==> src/rtl/branch_pkg.sv <==
// Shared constants and types for the flag-clear branch unit
package branch_pkg;

   // -----------------------------------------------------------------
   // Widths and opcodes
   // -----------------------------------------------------------------
   localparam int unsigned PC_W = 21;
   localparam logic [7:0] OP_CARRY_CLEAR    = 8'he3;
   localparam logic [7:0] OP_NEGATIVE_CLEAR = 8'he7;
   localparam logic [7:0] OP_OVERFLOW_CLEAR = 8'he5;
   localparam logic [PC_W-1:0] PC_RESET = 21'h000000;
   localparam logic [PC_W-1:0] WORD_STEP = 21'h000002;

   // -----------------------------------------------------------------
   // Quarter phase and flag positions
   // -----------------------------------------------------------------
   localparam logic [1:0] PHASE_Q1 = 2'h0;
   localparam logic [1:0] PHASE_Q2 = 2'h1;
   localparam logic [1:0] PHASE_Q3 = 2'h2;
   localparam logic [1:0] PHASE_Q4 = 2'h3;

   typedef struct packed {
      logic negative;
      logic overflow;
      logic zero;
      logic digit_carry;
      logic carry;
   } flags_t;

   typedef enum logic [1:0] {
      SEL_NONE,
      SEL_CARRY,
      SEL_NEGATIVE,
      SEL_OVERFLOW
   } cond_sel_t;

endpackage

==> src/rtl/branch_target.sv <==
// Branch target adder: incremented pc plus doubled signed offset
`timescale 1ns/1ps
module branch_target (
   // Clock and reset
   input  wire logic                      clock,
   input  wire logic                      rstn,
   // Operands
   input  wire logic [branch_pkg::PC_W-1:0] pc_inc,
   input  wire logic [7:0]                offset,
   input  wire logic                      load,
   // Result
   output logic      [branch_pkg::PC_W-1:0] target
);
   import branch_pkg::*;

   logic [PC_W-1:0] target_reg;
   logic [PC_W-1:0] target_next;

   // Sign-extend n, double it, add to advanced pc
   always_comb begin
      target_next = target_reg;
      if (load) begin
         target_next = pc_inc +
            {{(PC_W-9){offset[7]}}, offset, 1'b0};
      end
   end

   // Hold the computed target
   always_ff @(posedge clock or negedge rstn) begin
      if (!rstn) begin
         target_reg <= PC_RESET;
      end else begin
         target_reg <= target_next;
      end
   end

   assign target = target_reg;

endmodule // branch_target

==> src/rtl/cond_branch_not_flag.sv <==
// Decoder and executer of the three flag-clear relative branches
// How it works
// - Opcode e3 branches only while carry is clear, else falls through.
// - Opcode e7 branches only while negative is clear, else falls through.
// - Opcode e5 branches only while overflow is clear, else falls through.
// - Low byte is a signed offset from -128 to 127.
// - Taken target is incremented pc plus twice the offset.
// - Pc already advanced past the branch word when offset is applied.
// - One word; one cycle untaken, two taken with a no-op cycle.
`timescale 1ns/1ps
module cond_branch_not_flag (
   // Clock and reset
   input  wire logic                        clock,
   input  wire logic                        rstn,
   // Fetch side
   input  wire logic [15:0]                 instr_word,
   input  wire logic                        instr_valid,
   // Status flags
   input  wire branch_pkg::flags_t          flags_in,
   // Program counter side
   output logic      [branch_pkg::PC_W-1:0] pc,
   output logic      [1:0]                  phase,
   output logic                             fetch_stall,
   output logic                             branch_taken,
   output branch_pkg::flags_t               flags_out
);
   import branch_pkg::*;

   // ----------------------------------------------------------------
   // State
   // ----------------------------------------------------------------
   typedef enum logic {ST_EXEC, ST_FLUSH} state_t;

   state_t          state_reg,  state_next;
   logic [1:0]      phase_reg,  phase_next;
   logic [PC_W-1:0] pc_reg,     pc_next;
   logic [7:0]      offset_reg, offset_next;
   logic            go_reg,     go_next;
   logic            stall_reg,  stall_next;
   logic            taken_reg,  taken_next;
   flags_t          flags_reg,  flags_next;
   logic [PC_W-1:0] target;
   cond_sel_t       sel_reg,    sel_next;

   // Opcode decode into a condition selector
   function automatic cond_sel_t decode(input logic [7:0] op);
      unique case (op)
         OP_CARRY_CLEAR:    decode = SEL_CARRY;
         OP_NEGATIVE_CLEAR: decode = SEL_NEGATIVE;
         OP_OVERFLOW_CLEAR: decode = SEL_OVERFLOW;
         default:           decode = SEL_NONE;
      endcase
   endfunction

   // Branch condition: selected flag must be zero
   function automatic logic cond_met(input cond_sel_t s,
                                     input flags_t f);
      unique case (s)
         SEL_CARRY:    cond_met = !f.carry;
         SEL_NEGATIVE: cond_met = !f.negative;
         SEL_OVERFLOW: cond_met = !f.overflow;
         SEL_NONE:     cond_met = 1'b0;
      endcase
   endfunction

   // ----------------------------------------------------------------
   // Target adder
   // ----------------------------------------------------------------
   branch_target u_target (
      .clock  (clock),
      .rstn   (rstn),
      .pc_inc (pc_reg),
      .offset (offset_reg),
      .load   (phase_reg == PHASE_Q3),
      .target (target)
   );

   // ----------------------------------------------------------------
   // Branch control
   // ----------------------------------------------------------------
   // Quarter phase sequencing and branch control
   always_comb begin
      phase_next  = phase_reg + 2'h1;
      state_next  = state_reg;
      pc_next     = pc_reg;
      offset_next = offset_reg;
      sel_next    = sel_reg;
      go_next     = go_reg;
      stall_next  = stall_reg;
      taken_next  = 1'b0;
      flags_next  = flags_reg;
      unique case (phase_reg)
         PHASE_Q1: begin
            if (state_reg == ST_EXEC) begin
               sel_next = instr_valid ? decode(instr_word[15:8])
                                      : SEL_NONE;
               // Pc moves past the word during fetch
               if (instr_valid) begin
                  pc_next = pc_reg + WORD_STEP;
               end
            end
            flags_next = flags_in;
         end
         PHASE_Q2: begin
            offset_next = instr_word[7:0];
         end
         PHASE_Q3: begin
            go_next = (state_reg == ST_EXEC) &&
                      cond_met(sel_reg, flags_in);
         end
         PHASE_Q4: begin
            if (state_reg == ST_FLUSH) begin
               state_next = ST_EXEC;
               stall_next = 1'b0;
            end else if (go_reg) begin
               pc_next    = target;
               state_next = ST_FLUSH;
               stall_next = 1'b1;
               taken_next = 1'b1;
            end
            sel_next = SEL_NONE;
            go_next  = 1'b0;
         end
      endcase
   end

   // Register all control state
   always_ff @(posedge clock or negedge rstn) begin
      if (!rstn) begin
         state_reg  <= ST_EXEC;
         phase_reg  <= PHASE_Q1;
         pc_reg     <= PC_RESET;
         offset_reg <= 8'h00;
         sel_reg    <= SEL_NONE;
         go_reg     <= 1'b0;
         stall_reg  <= 1'b0;
         taken_reg  <= 1'b0;
         flags_reg  <= '0;
      end else begin
         state_reg  <= state_next;
         phase_reg  <= phase_next;
         pc_reg     <= pc_next;
         offset_reg <= offset_next;
         sel_reg    <= sel_next;
         go_reg     <= go_next;
         stall_reg  <= stall_next;
         taken_reg  <= taken_next;
         flags_reg  <= flags_next;
      end
   end

   // Outputs straight from flip-flops
   assign pc           = pc_reg;
   assign phase        = phase_reg;
   assign fetch_stall  = stall_reg;
   assign branch_taken = taken_reg;
   assign flags_out    = flags_reg;
endmodule // cond_branch_not_flag

==> config.mk <==
export PLATFORM = sky130hd
export DESIGN_NAME = cond_branch_not_flag
export DESIGN_NICKNAME = d
export VERILOG_FILES = /design/src/rtl/branch_pkg.sv /design/src/rtl/branch_target.sv /design/src/rtl/cond_branch_not_flag.sv
export SDC_FILE = /design/constraint.sdc
export NUM_CORES = 1
export LEC_CHECK = 0
export BUFFER_PORTS_ARGS = -buffer_cell sky130_fd_sc_hd__buf_2
export CORE_MARGIN = 8
export CORE_UTILIZATION = 62
export DETAILED_ROUTE_END_ITERATION = 8
export HOLD_SLACK_MARGIN = 0.03
export PLACE_DENSITY_LB_ADDON = 0.12
export SYNTH_ARGS = -nofsm -noshare
export SYNTH_HDL_FRONTEND = slang
export SYNTH_SLANG_ARGS = --single-unit
export TNS_END_PERCENT = 5
==> constraint.sdc <==
create_clock -name clock -period 6.1 [get_ports clock]
set_input_delay 0.305 -clock clock [delete_from_list [all_inputs] [get_ports clock]]
set_output_delay 0.305 -clock clock [all_outputs]
set_load 0.1 [all_outputs]
==> metrics.txt, run 1 <==
Setup Skew=9.71 ps; Initial Util=0.646; first-pass GRT wire length=15,000 µm; Die H=around 95 µm; clock-pin slew on the worst setup and hold paths=70 ps; Critical Path Source Type=register; WL met2=4600 µm; total track usage=0.213; Layout Area Growth over Synthesis=12.2%; Die Width=approximately 95 µm; Sink Count=63; Syn Nets=444; worst slack, placed=about 3500 ps; Final min period=roughly 2700 ps; worst reg2reg startpoint=pc[1]$_DFFE_PN0P_; peak supply drop=190 µV; Max FO, Critical Path=7; synth top area cells=dfrtp_1 (41%), ha_1 (7.8%), mux2_2 (7.3%); initial antenna violation count=0; core area=between 5000 and 6000 µm²; gpl congestion=0.885; WL final=9250 µm; Ys Warns=0; met3 routed WL=around 620 µm; RSZ-0062 raised after global routing=no; commonest non-fill, non-tap cells in the layout=dfrtp_1 (63), buf_2 (53), a21oi_1 (44); ANT cells=0; largest net degree at the start of global routing=64; Num CTS Buffers=9; CP Class=reg2reg; hpwl dp=6840 µm; HP Class=in2async; clock latency at the later pin of the worst-skew pair=340 ps; Crit path required time=around 6300 ps; clock share of power=0.321; Sw Pwr=a little over 0.0003 W; clock buffer depth=2; post-synth top area share=0.407; final setup margin=3410 ps; H-Tree Depth=3; syn_area_per_cell=between 9 and 10 µm²; Comb pwr share=0.188; Reg power frac=0.490; die area=9030 µm²; post-CTS sizing=0; most common flop cell mapped by yosys=dfrtp_1; Post-synth EDFFs=0; CTS Root Cell=clkbuf_8; power density over the cells=223 nW/µm²; P_int=about 0.00066 W; max cap viols=0; CP startpoint=pc[1]$_DFFE_PN0P_; Starting DRT DRC Count=217; Final Setup Violations=0; status=complete, no violations; port bufs=53; met1 wire length=3950 µm; Mapped Cells=395; drt pass-1 iters=4; Synth Cell Area=3870 µm²; post-CTS setup buffer count=0; sequential area share after synthesis=0.407; FF-to-FF setup slack=3410 ps; Final Hold Viols=0; LEAKAGE=between 1.5 and 2 nW; vias per inst=roughly 6.2; Ports=54; drt drc=0; sw frac=0.321; worst-margin pin slew=785 ps; layout cells sized above 1=0.243; CTS tree=built; highest routed layer=met4; hold-fix buffers at CTS=0; Data arrival, critical path=about 2900 ps; Slew Limit Fails=0; setup TNS=0 ps; Synth area leader=dfrtp_1; final antenna-violating net count=0; nets=497; worst reg2reg path endpoint=u_target.target[13]$_DFFE_PN0P_; grt total ovfl=0; Via Count=approximately 3,300; CP endpoint kind=register; fin crit share=0.441; average routed wire per standard cell=17.5 µm; number of global-route vias before repair=3,082; commonest non-fill, non-tap cell in the layout=dfrtp_1; FF+latch count, synth=63; reg2reg path depth=8; relative slew slack=0.477; f_max=roughly 370 MHz; Cell variety after synth=60; post-synthesis async set-or-reset flop share=1.00; num rows=28; Setup crit end=u_target.target[13]$_DFFE_PN0P_
layout make-up:
type	instances	area (µm²)
Sequential cell	63	1580
Multi-Input combinational cell	307	2180
Inverter	11	41.3
Clock buffer	10	128
Tap cell	75	93.8
Fill cell	463	1650
Timing Repair Buffer	56	288
Clock inverter	6	37.5
cells by family after synthesis:
logic type	Yosys count	share of synthesized area
adders and majority gates	25	0.0827
xor gates and xnor gates	14	0.0317
buffers and inverters	25	0.0320
muxes	31	0.0882
AOI/OAI and AO/OA	118	0.191
DFF	63	0.407
and+or+nand+nor	119	0.167
power by group through the flow:
stage               Sequential [W]  Combinational, W  Clock [W]
floorplan                 0.000524         0.0000892          0
global placement          0.000480          0.000177          0
detailed placement        0.000482          0.000183          0
CTS                       0.000474          0.000183   0.000315
global route              0.000479          0.000201   0.000334
finish                    0.000474          0.000182   0.000311
worst min-delay path by stage:
stage / start / to / slack, ps / cells after the start
3_3_place_gp: u_target.target[0]$_DFFE_PN0P_ / pc[0]$_DFFE_PN0P_ / 450 / 2
3_5_place_dp: u_target.target[0]$_DFFE_PN0P_ / pc[0]$_DFFE_PN0P_ / 470 / 2
2_1_floorplan: rstn / branch_taken$_DFF_PN0_ / 9 / 0
4_1_cts: rstn / u_target.target[16]$_DFFE_PN0P_ / 150 / 2
5_1_grt: flags_in[2] / flags_out[2]$_DFFE_PN0P_ / 180 / 2
6_report: rstn / u_target.target[16]$_DFFE_PN0P_ / 130 / 2
per-stage QoR:
| stage | area [µm²] | cells | power (W) | util | hold slack [ps] |
|---|---|---|---|---|---|
| 5_1_grt | 4340 | 528 | 0.00101 | 0.725 | 179 |
| 2_1_floorplan | 3870 | 395 | 0.000613 | - | 9.41 |
| 4_1_cts | 4340 | 528 | 0.000973 | 0.725 | 153 |
| 3_3_place_gp | 4180 | 512 | 0.000657 | 0.698 | 454 |
| 6_report | 4340 | 528 | 0.000967 | 0.725 | 128 |
| 3_5_place_dp | 4180 | 512 | 0.000665 | 0.698 | 470 |
synthesized netlist by cell type (8+ instances only):
| master | number |
|---|---|
| o22ai_1 | 13 |
| dfrtp_1 | 63 |
| nand2_1 | 25 |
| nand3_1 | 18 |
| o21ai_0 | 16 |
| inv_1 | 10 |
| a21oi_1 | 44 |
| ha_1 | 24 |
| clkbuf_1 | 9 |
| mux2_2 | 25 |
| nor2_1 | 24 |
| xnor2_1 | 8 |
| a21o_1 | 8 |
worst max-delay path, stage by stage (launching register included):
cell       delay [ps]
dfrtp_1           450
ha_1              260
fa_1              420
a21oi_1           190
o21ai_1           160
a2111oi_0         540
o21bai_1          150
xor2_1            150
mux2_2            260
layer usage:
layer / vias up / track usage
met5: - / 0
met4: 0 / 0.0572
met3: 7 / 0.0495
met2: 106 / 0.357
met1: 1597 / 0.271
li1: 1584 / -
(Power assumes the default switching activity.)
==> run 2: changes to the inputs <==
--- a/config.mk
+++ b/config.mk
@@ -7,7 +7,7 @@
 export LEC_CHECK = 0
 export BUFFER_PORTS_ARGS = -buffer_cell sky130_fd_sc_hd__buf_2
 export CORE_MARGIN = 8
-export CORE_UTILIZATION = 62
+export CORE_UTILIZATION = 58
 export DETAILED_ROUTE_END_ITERATION = 8
 export HOLD_SLACK_MARGIN = 0.03
 export PLACE_DENSITY_LB_ADDON = 0.12
==> constraint.sdc (replaced) <==
create_clock -name clock -period 2.7 [get_ports clock]
set_input_delay 0.135 -clock clock [delete_from_list [all_inputs] [get_ports clock]]
set_output_delay 0.135 -clock clock [all_outputs]
set_load 0.1 [all_outputs]
==> run 2 against run 1 <==
Via count up 0.49%. Global-route usage is 0.71 points lower. Largest power group unchanged. Non-clock buffer count is 21 higher. Total power up 130%. Clock power up 140%. First-iteration DRC count shrank 31%. Hold slack got worse by 96 ps. Die area up 5.7%. Routed wire length up 4.6%.
==> metrics.txt, run 2 (same netlist as run 1, synthesis figures left out) <==
Crit-path slowest cell=a2111oi_1; CP endpoint kind=register; minimum hold slack=32.1 ps; fin crit share=0.971; met1 wire length=4240 µm; num rows=29; die area=about 9500 µm²; clock latency at the later pin of the worst-skew pair=340 ps; power density over the cells=495 nW/µm²; port bufs=53; layout cells sized above 1=0.262; Slew Limit Fails=0; WL final=just under 10,000 µm; highest routed layer=met4; final antenna-violating net count=0; Final min period=around 2600 ps; Final Setup Violations=0; initial antenna violation count=0; core area=6390 µm²; largest net degree at the start of global routing=44; setup TNS=0 ps; final instance area=4550 µm²; Worst Path Buf+Inv=0; Via Count=3,310; Die H=97.7 µm; commonest non-fill, non-tap cells in the layout=dfrtp_1 (59), buf_2 (53), a21oi_1 (44); max cap viols=0; gpl congestion=approximately 0.89; met3 routed WL=562 µm; CP Class=reg2reg; Crit path required time=2930 ps; RSZ-0062 raised after global routing=no; Initial Util=0.606; CTS Root Cell=clkbuf_8; f_max=between 300 and 400 MHz; vias per inst=6.01; status=complete, no violations; clock buffer depth=2; Setup Skew=9.66 ps; H-Tree Depth=3; relative slew slack=0.335; Critical Path Source Type=register; commonest non-fill, non-tap cell in the layout=dfrtp_1; grt total ovfl=0; crit-path leading delay family=compound AO/OA/AOI/OAI gates; Layout Area Growth over Synthesis=17.5%; CP max stage delay=460 ps; average routed wire per standard cell=roughly 18 µm; hpwl dp=6950 µm; total track usage=0.206; nets=between 500 and 600; Sink Count=63; Max FO, Critical Path=7; worst-margin pin slew=998 ps; post-CTS setup buffer count=0; ANT cells=0; FF-to-FF setup slack=about 77 ps; drt drc=0; CP Cell Sequence=ha_1 -> fa_1 -> a21oi_1 -> o21ai_1 -> a2111oi_1 -> o21bai_1 -> xor2_1 -> mux2_2; placed cell areas=~4300 µm²; Final Hold Viols=0; worst slack, placed=148 ps; drt pass-1 iters=4; peak supply drop=387 µV; LEAKAGE=slightly above 2 nW; Ports=54; first-pass GRT wire length=around 16,000 µm; Final Power=0.00225 W; Num CTS Buffers=9; number of global-route vias before repair=3,404; clock-pin slew on the worst setup and hold paths=80 ps; HP Class=in2reg; Die Width=a little under 100 µm; Starting DRT DRC Count=150; Data arrival, critical path=2850 ps; WL met2=4680 µm; CTS tree=built; final setup margin=77.4 ps
run 2: cell count changes in the layout (fill, tap and decap cells not counted), moves of 4 or more:
cell / change
dfrtp_2: +4
buf_4: +9
dfrtp_1: -4
dlygate4sd3_1: +12
run 2: area by class of cell:
cell class | instances | area [µm²]
clock buffers | 9 | 124
inverters | 11 | 41.3
fillers | 492 | 1840
flip-flops and latches | 63 | 1580
clock inverters | 7 | 47.5
multi-input cells | 307 | 2180
repair buffers | 77 | 475
well taps | 77 | 96.3
run 2: what timing repair did:
action | CTS | global route
hold buffers | 12 | 0
gates resized for setup | 0 | 1
setup endpoints to repair | 0 | 1
endpoints found under the hold margin | 52 | 0
run 2: stage by stage:
step	utilization	instances
global placement	0.666	523
CTS	0.712	551
detailed placement	0.666	523
finish	0.712	551
floorplan	-	395
global route	0.712	551
run 2: worst paths after layout:
path,startpoint,end,cells after the start
worst max-delay path,pc[1]$_DFFE_PN0P_,u_target.target[13]$_DFFE_PN0P_,8
min in group asynchronous,rstn,u_target.target[16]$_DFFE_PN0P_,2
worst min register to register,u_target.target[0]$_DFFE_PN0P_,pc[0]$_DFFE_PN0P_,2
max in group asynchronous,rstn,u_target.target[4]$_DFFE_PN0P_,3
worst max register to register,pc[1]$_DFFE_PN0P_,u_target.target[13]$_DFFE_PN0P_,8
worst min-delay path,instr_word[7],offset_reg[7]$_DFFE_PN0N_,2
run 2: power by group:
group | internal (W) | switching (W) | total, W
sequential | 0.00101 | 0.0000547 | 0.00106
combinational | 0.000163 | 0.000281 | 0.000444
clock | 0.000332 | 0.000410 | 0.000743
total | 0.00151 | 0.000746 | 0.00225
run 2: layer usage:
layer	vias to the layer above	track usage
met1	1581	0.254
li1	1622	-
met3	16	0.0441
met5	-	0
met4	0	0.0874
met2	91	0.340
==> run 3: changes to the inputs <==
--- a/config.mk
+++ b/config.mk
@@ -13,5 +13,6 @@
 export PLACE_DENSITY_LB_ADDON = 0.12
 export SYNTH_ARGS = -nofsm -noshare
 export SYNTH_HDL_FRONTEND = slang
+export SYNTH_HIERARCHICAL = 1
 export SYNTH_SLANG_ARGS = --single-unit
 export TNS_END_PERCENT = 5
==> run 3 against run 2 <==
Sequential power about the same. Cell area increased by 1.4%. Routed wire length increased by 3.6%. Total power increased by 2.7%. Non-clock buffer count decreased by 1. Die area increased by 1.6%. Clock power increased by 8.1%. Area after synthesis increased by 1.9%. Combinational power increased by 2%. Critical path type unchanged. Critical endpoint is now u_target/target[13]$_DFFE_PN0P_.
==> metrics.txt, run 3 <==
status=complete, no violations; die area=9700 µm²; CP max stage delay=440 ps; hpwl dp=7230 µm; Post-synth EDFFs=0; non-filler instance count after layout=around 560; placed cell areas=4310 µm²; Placed Cells=530; LEAKAGE=2.08 nW; f_max=about 410 MHz; number of global-route vias before repair=3,330; power density over the cells=between 500 and 600 nW/µm²; Num CTS Buffers=9; Final min period=2450 ps; H-Tree Depth=3; Synth Cell Area=3950 µm²; average routed wire per standard cell=18.0 µm; Crit path required time=2930 ps; syn_area_per_cell=9.89 µm²; Die H=98.5 µm; Critical Path Source Type=register; nets=521; cell with the most instances after synthesis=dfrtp_1; drt drc=0; port bufs=53; first-pass GRT wire length=16,700 µm; CP Cell Sequence=ha_1 -> fa_1 -> a21o_1 -> a31oi_2 -> nor3_2 -> a2111oi_4 -> xnor2_1 -> mux2_4; peak supply drop=639 µV; RSZ-0062 raised after global routing=no; Die Width=98.5 µm; grt total ovfl=0; final antenna-violating net count=0; CTS tree=built; Starting DRT DRC Count=259; Mapped Cells=399; clock latency at the later pin of the worst-skew pair=between 300 and 400 ps; worst-margin pin slew=882 ps; max cap viols=0; Layout Area Growth over Synthesis=16.8%; Data arrival, critical path=2680 ps; commonest non-fill, non-tap cell in the layout=dfrtp_1; layout cells sized above 1=0.268; synth top area cells=dfrtp_1 (40%), mux2_2 (8.0%), ha_1 (7.6%); largest net degree at the start of global routing=slightly above 40; sequential area share after synthesis=0.400; Slew Limit Fails=0; Via Count=3,441; setup TNS=0 ps; Sink Count=63; post-CTS setup buffer count=0; Setup Skew=12.2 ps; Final Setup Violations=0; num rows=30; core area=6680 µm²; clock-pin slew on the worst setup and hold paths=80 ps; drt pass-1 iters=4; Crit-path slowest cell=dfrtp_2; vias per inst=6.18; Initial Util=0.590; initial antenna violation count=0; post-synth top area share=0.400; FF+latch count, synth=63; minimum hold slack=32.9 ps; most common flop cell mapped by yosys=dfrtp_1; Cell variety after synth=60; total track usage=0.213; relative slew slack=0.412; CP endpoint kind=register; CP Class=reg2reg; gpl congestion=roughly 0.96; Ys Warns=6; final instance area=4610 µm²; Ports=54; ANT cells=0; CTS Root Cell=clkbuf_8; Max FO, Critical Path=6; Final Hold Viols=0; clock buffer depth=2; commonest non-fill, non-tap cells in the layout=dfrtp_1 (60), buf_2 (53), a21oi_1 (42); Synth area leader=dfrtp_1; HP Class=in2reg; fin crit share=0.909; Syn Nets=448; Final Power=~0.0023 W; commonest cells in the synthesized netlist=dfrtp_1 (63), a21oi_1 (42), mux2_2 (28), nand2_1 (28), nor2_1 (25); post-synthesis async set-or-reset flop share=1.00; WL final=about 10,000 µm
==> run 3: cell types whose count changed after synthesis, sizes merged, moves of 3 or more <==
cell and change:
clkbuf -5, o22ai +4, nor2b -5, nand3b -3, o21a -3, o31ai -3
buf +5, and4 -3, nand2 +3, inv -3, or2 +5, mux2 +4
nand4 +5
==> run 3: critical path: cells and delay by family, from the launching register on <==
family / cells / cell delay [ps]
multiplexers: 1 / 250
AO/OA/AOI/OAI: 3 / 790
AND/OR/NAND/NOR: 1 / 110
flip-flops: 1 / 440
adder cells (fa/ha/maj): 2 / 660
XOR/XNOR: 1 / 100
==> run 3: through the flow <==
step / setup slack (ps) / utilization
final: 245 / 0.690
after floorplan: 1.97 / -
after global placement: 315 / 0.645
after detailed placement: 275 / 0.645
after global routing: 157 / 0.690
after CTS: 252 / 0.690
==> run 3: final timing paths <==
kind                                                start                               to  slack [ps]  cells past startpoint
min reg2reg                u_target/target[7]$_DFFE_PN0P_   u_target/target[7]$_DFFE_PN0P_         490                      2
min in group asynchronous                            rstn        offset_reg[6]$_DFFE_PN0N_         450                      2
max reg2reg                             pc[1]$_DFFE_PN0P_  u_target/target[13]$_DFFE_PN0P_         250                      8
min                                           flags_in[0]         flags_out[0]$_DFFE_PN0P_          30                      2
max in group asynchronous                            rstn  u_target/target[19]$_DFFE_PN0P_        1500                      3
max                                     pc[1]$_DFFE_PN0P_  u_target/target[13]$_DFFE_PN0P_         250                      8
==> run 3: report_power, final <==
group	switching [W]	internal (W)	leakage, nW
Sequential	0.0000493	0.00101	0.772
Combinational	0.000287	0.000163	1.22
Clock	0.000381	0.000423	0.0883
==> run 3: layer usage <==
| metal | GRT usage | part of all wire | vias up |
|---|---|---|---|
| met5 | 0 | 0 | - |
| met4 | 0.0756 | 0.016 | 0 |
| met3 | 0.0416 | 0.055 | 17 |
| met2 | 0.342 | 0.47 | 123 |
| met1 | 0.279 | 0.46 | 1653 |
| li1 | - | - | 1648 |
==> run 3: cell type report <==
type | count | area (µm²)
Tap cell | 80 | 100
Inverter | 7 | 26.3
Clock buffer | 10 | 128
Multi-Input combinational cell | 315 | 2250
Timing Repair Buffer | 76 | 465
Sequential cell | 63 | 1580
Clock inverter | 6 | 62.6
Fill cell | 538 | 2070
==> run 3: timing repair <==
action | CTS | global route
hold buffers | 11 | 0
endpoints found under the hold margin | 48 | 0
gates resized for setup | 0 | 0
==> run 3: cells by family (layout without fill, tap and decap cells) <==
| kind of cell | after synthesis | in the layout | synth area share |
|---|---|---|---|
| and+or+nand+nor | 121 | 121 | 0.162 |
| adders and majority gates | 25 | 25 | 0.0812 |
| muxes | 37 | 37 | 0.104 |
| AOI/OAI and AO/OA | 117 | 117 | 0.189 |
| xor gates and xnor gates | 15 | 15 | 0.0333 |
| buffers and inverters | 21 | 99 | 0.0308 |
| DFF | 63 | 63 | 0.400 |
